[src/refctl_pkg.sv]
// package: offsets, field positions, reset values and variant codes
// assumes a single 20 MHz core clock and a plain strobe register port
package refctl_pkg;
    localparam logic [7:0] REF_CTRL_ADDR      = 8'hD1;
    localparam logic [7:0] REF_CTRL_PAGE      = 8'h00;
    localparam logic [7:0] REF_CTRL_RESET     = 8'h00;
    localparam logic [7:0] REF_CTRL_IMPL_MASK = 8'h1F;
    localparam logic [7:0] REF_CTRL_SEL_MASK  = 8'h18;
    localparam int         BIT_PRIMARY_SEL    = 4;
    localparam int         BIT_SECONDARY_SEL  = 3;
    localparam int         BIT_TEMP_EN        = 2;
    localparam int         BIT_BIAS_EN        = 1;
    localparam int         BIT_BUF_EN         = 0;
    localparam logic [7:0] UNMAPPED_READ      = 8'h00;
    // variant codes
    localparam logic [1:0] VARIANT_SPLIT_PIN  = 2'h0;
    localparam logic [1:0] VARIANT_SHARED_PIN = 2'h1;
    localparam logic [1:0] VARIANT_NO_DAC     = 2'h2;
    // reference source codes on the select outputs
    localparam logic [1:0] SRC_PRIMARY_PIN    = 2'h0;
    localparam logic [1:0] SRC_SECONDARY_PIN  = 2'h1;
    localparam logic [1:0] SRC_SHARED_PIN     = 2'h2;
    localparam logic [1:0] SRC_INTERNAL       = 2'h3;
endpackage : refctl_pkg

[src/ref_src_mux.sv]
// reference source decode for one converter
// assumes the select bit comes straight from the control register
`timescale 1ns/1ns
module ref_src_mux #(
    parameter logic [1:0] PIN_SRC = 2'h0
) (
    input  wire logic       sel,
    input  wire logic       has_sel,
    input  wire logic       shared_pin,
    output logic [1:0]      src
);
    always_comb begin
        if (!has_sel || !sel) begin
            src = shared_pin ? refctl_pkg::SRC_SHARED_PIN : PIN_SRC;
        end else begin
            src = refctl_pkg::SRC_INTERNAL;
        end
    end
endmodule : ref_src_mux

[src/temp_sense_mux.sv]
// temperature sensor hookup to the last primary converter input
// assumes the converter mux treats a low valid as high impedance
`timescale 1ns/1ns
module temp_sense_mux #(
    parameter int CH_BITS = 3
) (
    input  wire logic               temp_en,
    output logic [CH_BITS-1:0]      sensor_channel,
    output logic                    sensor_valid
);
    assign sensor_channel = {CH_BITS{1'b1}};
    assign sensor_valid   = temp_en;
endmodule : temp_sense_mux

[src/analog_reference_control_register.sv]
// analog reference control register: enables and reference selects
// assumes synchronous register strobes, one clock, synchronous reset
`timescale 1ns/1ns
// Summary of operation
// - bits seven to five read zero and ignore writes
// - reset clears every bit; enables off, selects on pins
// - bit four picks primary reference: pin or first dac output
// - bit three picks secondary reference: pin or analog supply rail
// - shared-pin variant routes cleared selects from the common pin
// - bit two drives the temperature sensor enable
// - bit one drives the bias generator enable
// - bit zero drives the reference buffer enable
// - register decodes at d1 on page zero
// - enabled sensor feeds top primary input, else high impedance
module analog_reference_control_register #(
    parameter logic [1:0] VARIANT = refctl_pkg::VARIANT_SPLIT_PIN,
    parameter int         CH_BITS = 3
) (
    input  wire logic               clk,
    input  wire logic               rst,
    input  wire logic [7:0]         reg_addr,
    input  wire logic [7:0]         reg_page,
    input  wire logic [7:0]         reg_wdata,
    input  wire logic               reg_wr,
    input  wire logic               reg_rd,
    output logic [7:0]              reg_rdata,
    output logic                    temp_sensor_enable,
    output logic                    bias_generator_enable,
    output logic                    reference_buffer_enable,
    output logic [1:0]              primary_ref_source,
    output logic [1:0]              secondary_ref_source,
    output logic [CH_BITS-1:0]      sensor_channel,
    output logic                    sensor_valid
);
    logic [7:0] ctrl;
    logic [7:0] next_ctrl;
    logic [7:0] next_rdata;
    logic       hit;
    logic       has_sel;
    logic       shared_pin;

    assign has_sel    = (VARIANT != refctl_pkg::VARIANT_NO_DAC);
    assign shared_pin = (VARIANT == refctl_pkg::VARIANT_SHARED_PIN);

    assign hit = (reg_addr == refctl_pkg::REF_CTRL_ADDR)
              && (reg_page == refctl_pkg::REF_CTRL_PAGE);

    always_comb begin
        next_ctrl  = ctrl;
        next_rdata = refctl_pkg::UNMAPPED_READ;
        if (reg_wr && hit) begin
            next_ctrl = reg_wdata & refctl_pkg::REF_CTRL_IMPL_MASK;
            // selects kept zero where no selection exists
            if (!has_sel) begin
                next_ctrl = next_ctrl & ~refctl_pkg::REF_CTRL_SEL_MASK;
            end
        end
        if (reg_rd && hit) begin
            next_rdata = ctrl;
        end
    end

    always_ff @(posedge clk) begin
        if (rst) begin
            ctrl      <= refctl_pkg::REF_CTRL_RESET;
            reg_rdata <= 8'h00;
        end else begin
            ctrl      <= next_ctrl;
            reg_rdata <= next_rdata;
        end
    end

    assign temp_sensor_enable      = ctrl[refctl_pkg::BIT_TEMP_EN];
    // bias enable follows bit one; software keeps it set
    assign bias_generator_enable   = ctrl[refctl_pkg::BIT_BIAS_EN];
    assign reference_buffer_enable = ctrl[refctl_pkg::BIT_BUF_EN];

    ref_src_mux #(
        .PIN_SRC (refctl_pkg::SRC_PRIMARY_PIN)
    ) u_primary (
        .sel        (ctrl[refctl_pkg::BIT_PRIMARY_SEL]),
        .has_sel    (has_sel),
        .shared_pin (shared_pin),
        .src        (primary_ref_source)
    );

    ref_src_mux #(
        .PIN_SRC (refctl_pkg::SRC_SECONDARY_PIN)
    ) u_secondary (
        .sel        (ctrl[refctl_pkg::BIT_SECONDARY_SEL]),
        .has_sel    (has_sel),
        .shared_pin (shared_pin),
        .src        (secondary_ref_source)
    );

    temp_sense_mux #(
        .CH_BITS (CH_BITS)
    ) u_temp (
        .temp_en        (temp_sensor_enable),
        .sensor_channel (sensor_channel),
        .sensor_valid   (sensor_valid)
    );

    a_upper_zero: assert property (@(posedge clk) disable iff (rst)
        reg_rd |=> reg_rdata[7:5] == 3'h0) else $error("upper bits not zero");
    a_reset_clear: assert property (@(posedge clk)
        rst |=> ctrl == 8'h00 && !bias_generator_enable) else $error("reset not clear");
    a_primary_int: assert property (@(posedge clk) disable iff (rst)
        (reg_wr && hit && reg_wdata[4] && has_sel) |=>
        primary_ref_source == refctl_pkg::SRC_INTERNAL) else $error("primary sel");
    a_second_int: assert property (@(posedge clk) disable iff (rst)
        (reg_wr && hit && reg_wdata[3] && has_sel) |=>
        secondary_ref_source == refctl_pkg::SRC_INTERNAL) else $error("secondary sel");
    a_shared_route: assert property (@(posedge clk) disable iff (rst)
        (shared_pin && !ctrl[4]) |->
        primary_ref_source == refctl_pkg::SRC_SHARED_PIN) else $error("shared pin");
    a_temp_follow: assert property (@(posedge clk) disable iff (rst)
        (reg_wr && hit) |=> temp_sensor_enable == $past(reg_wdata[2])) else $error("temp");
    a_bias_follow: assert property (@(posedge clk) disable iff (rst)
        (reg_wr && hit) |=> bias_generator_enable == $past(reg_wdata[1])) else $error("bias");
    a_buf_follow: assert property (@(posedge clk) disable iff (rst)
        (reg_wr && hit) |=> reference_buffer_enable == $past(reg_wdata[0])) else $error("buf");
    a_decode_only: assert property (@(posedge clk) disable iff (rst)
        (reg_wr && !hit) |=> $stable(ctrl)) else $error("stray write");
    a_sensor_link: assert property (@(posedge clk) disable iff (rst)
        sensor_valid == temp_sensor_enable) else $error("sensor");
    a_read_back: assert property (@(posedge clk) disable iff (rst)
        (reg_wr && hit ##1 reg_rd && hit) |=>
        reg_rdata == ($past(reg_wdata, 2) & (has_sel ? 8'h1F : 8'h07))) else $error("readback");
endmodule : analog_reference_control_register

[config.mk]
export PLATFORM = sky130hd
export DESIGN_NAME = analog_reference_control_register
export DESIGN_NICKNAME = d
export VERILOG_FILES = /design/src/refctl_pkg.sv /design/src/ref_src_mux.sv /design/src/temp_sense_mux.sv /design/src/analog_reference_control_register.sv
export SDC_FILE = /design/constraint.sdc
export NUM_CORES = 1
export LEC_CHECK = 0
export ABC_AREA = 1
export BUFFER_PORTS_ARGS = -buffer_cell sky130_fd_sc_hd__buf_4
export CORE_UTILIZATION = 31
export CTS_CLUSTER_SIZE = 16
export DETAILED_ROUTE_END_ITERATION = 6
export PLACE_DENSITY = 0.8
export SYNTH_ARGS = -nofsm -noshare
export SYNTH_HDL_FRONTEND = slang
export SYNTH_SLANG_ARGS = --single-unit
[constraint.sdc]
create_clock -name clk -period 0.8 [get_ports clk]
set_input_delay 0.04 -clock clk [delete_from_list [all_inputs] [get_ports clk]]
set_output_delay 0.04 -clock clk [all_outputs]
set_load 0.01 [all_outputs]
==> results.md <==
- Critical Path Fanout Max: 3
- Fin area: 796 um^2
- RSZ-0062 raised after global routing: yes
- Total power: approximately 1.1 mW
- Nets: 138
- Largest net degree at the start of global routing: 11
- Crit end category: output port
- IO buf count: 36
- Htree depth: 1
- Register clock-pin slew on the reported worst setup and hold paths: about 0.060 ns
- Startpoint Class: flip-flop
- Peak Freq: 1.32 GHz
- Area of the multi-input gates: 214 um^2
- Max cap viols: 0
- Worst reg2reg path depth: 4
- Status: finished, final reports clean
- Average vias per placed instance: 4.16
- Initial Util: 33.3%
- DR WL/cell: between 8 and 9 um
- Final setup fails: 0
- Sequential element share of the synthesized area: 39.9%
- Overflow after GRT: 0
- Critical Path Stages: 1
- Layout fillers: 152
- Clock Sink Count: 10
- DP Area: ~740 um^2
- Max IR drop VDD: roughly 0.44 mV
- Site row count: 14
- Initial antenna violation count: 0
- CP Cell Sequence: buf_4
- Critical R2R Launch: ctrl[3]
- Global-route wire length before repair: 1.84 mm
- DP HPWL: 944 um
- Total wire length: about 1.1 mm
- Clk_lat worst skew: 0.25 ns
- Total die area: around 0.0018 mm^2
- Synthesized cell area: 502 um^2
- WS Path Type: reg -> out
- Post-route DRC: 0
- Share of post-route cells with drive strength above 1: 44.0%
- Tmin final: 0.757 ns
- Via count: 520
- Count of yosys warnings during synthesis: 0
- Critical Path End: primary_ref_source[1]
- Die Y: 42.2 um
- Leak Pwr: 0.435 nW
- Critical Path RT: 0.76 ns
- Setup Skew: 0.000144 ns
- CP startpoint: ctrl[4]
- GPL Wtd Cong: 0.709
- Synth Instances: 73
- Die Wd: between 40 and 50 um
- Core area: about 0.0015 mm^2
- Clock buffer depth: 2
- R2R Setup Slk: 0.14 ns
- CTS tree: done
- Final worst-path cycle share: between 90 and 100%
- Worst R2R End: ctrl[3]
- Io pins: 47
- Diode count: 0
- Routed Antenna Nets: 0
- Post-synthesis register bit count: 10
- Layout area overhead: 58.6%
- Vias in the first global route: 505
- Cell family with most CP delay: flip-flops
- GRT Resource Usage Total: between 10% and 20%
- Post-Synthesis Mean Instance Area: between 6 and 7 um^2
- CP max stage delay: 0.33 ns
- P per Cell Area: 1350 mW/mm^2
- TritonRoute pass-1 iters: 4
- Number of CTS-inserted buffers: 3
- CTS root buffer: clkbuf_4
- Initial drt markers: 10
- Buf+Inv Stages, Crit Path: 1
- Final Max Tran Viols: 0
- CP max-delay cell: dfxtp_2
- # Post-CTS Setup Buffers: 0
- Final Hold Viols: 0
- WP data arrival: 0.72 ns
- Hold Path Class: in -> reg
- Sequential Area: slightly above 200 um^2
- Distinct cells, synth: 9
[how the worst min path moves through the flow]
stage,startpoint,endpoint,slack [ns],depth (start not counted)
floorplan,reg_wdata[0],ctrl[0],0.17,2
CTS,reg_wdata[2],ctrl[2],0.007,3
detailed placement,reg_wdata[4],ctrl[4],0.27,3
global placement,reg_wdata[4],ctrl[4],0.27,3
global route,reg_wdata[0],ctrl[0],0.02,3
finish,reg_wdata[0],ctrl[0],0.01,3
[area by class of cell]
cell class                 instances  share of cell area (%)
sequential                        10                    25.6
multi-input combinational         48                    26.9
inverter                           9                    4.25
clock buffer                       4                    4.56
timing repair buffer              38                    36.2
tap                               16                    2.52
[power breakdown]
| part | internal [mW] | switching [mW] |
|---|---|---|
| registers | 0.497 | 0.00000239 |
| logic | 0.0874 | 0.0503 |
| clock network | 0.276 | 0.160 |
| total | 0.860 | 0.210 |
[per-layer routing]
| layer | track usage (%) | vias up | wire length [um] |
|---|---|---|---|
| li1 | - | 266 | - |
| met1 | 12.0 | 218 | 360 |
| met2 | 26.5 | 34 | 649 |
| met3 | 3.02 | 2 | 94 |
| met4 | 6.88 | 0 | 10 |
| met5 | 0 | - | 0 |
[cells by family after synthesis]
logic type | count (synthesis) | share of synthesized area, %
AND/OR/NAND/NOR | 41 | 35.4
buffers and inverters | 20 | 23.2
flip-flops | 10 | 39.9
other | 2 | 1.50
[stage by stage]
stage | hold WS [ns] | util [%] | setup slack (ns) | setup TNS [ns] | instances
detailed placement | 0.270 | 48.8 | -0.138 | -1.16 | 120
floorplan | 0.175 | - | 0.0847 | 0 | 78
global placement | 0.268 | 48.8 | -0.0998 | -0.834 | 120
global route | 0.0220 | 52.8 | -0.0181 | -0.0181 | 125
CTS | 0.00681 | 51.9 | 0.00465 | 0 | 125
finish | 0.0113 | 52.8 | 0.0430 | 0 | 125
[sequential cells by signal, summed over array words and instances (netlist names)]
register,count
reg_rdata,5
ctrl,5
[cell usage after synthesis]
cell type	count	area share, %
nor2_2	3	3.7
inv_1	9	6.7
conb_1	2	1.5
nor2_1	21	16
nand2_1	15	11
buf_4	11	16
nand3_4	1	3.5
nand4_1	1	1.2
dfxtp_1	10	40
[placed cells by master (no fill, tap or decap)]
master	synthesis	routed
buf_4	11	37
nor2_1	21	21
nand2_1	15	15
inv_1	9	9
conb_1	2	7
dfxtp_1	10	7
clkbuf_4	0	3
dfxtp_2	0	3
nor2_4	0	2
nor2_2	3	1
nand4_1	1	1
nand3_4	1	1
clkbuf_8	0	1
dlygate4sd3_1	0	1
[what timing repair did]
item / CTS / global route
hold buffers: 1 / 0
setup endpoints to repair: 0 / 6
resized for setup: 0 / 5
hold endpoints to repair: 1 / 0
Note: power is estimated with default switching activity, not from simulation.
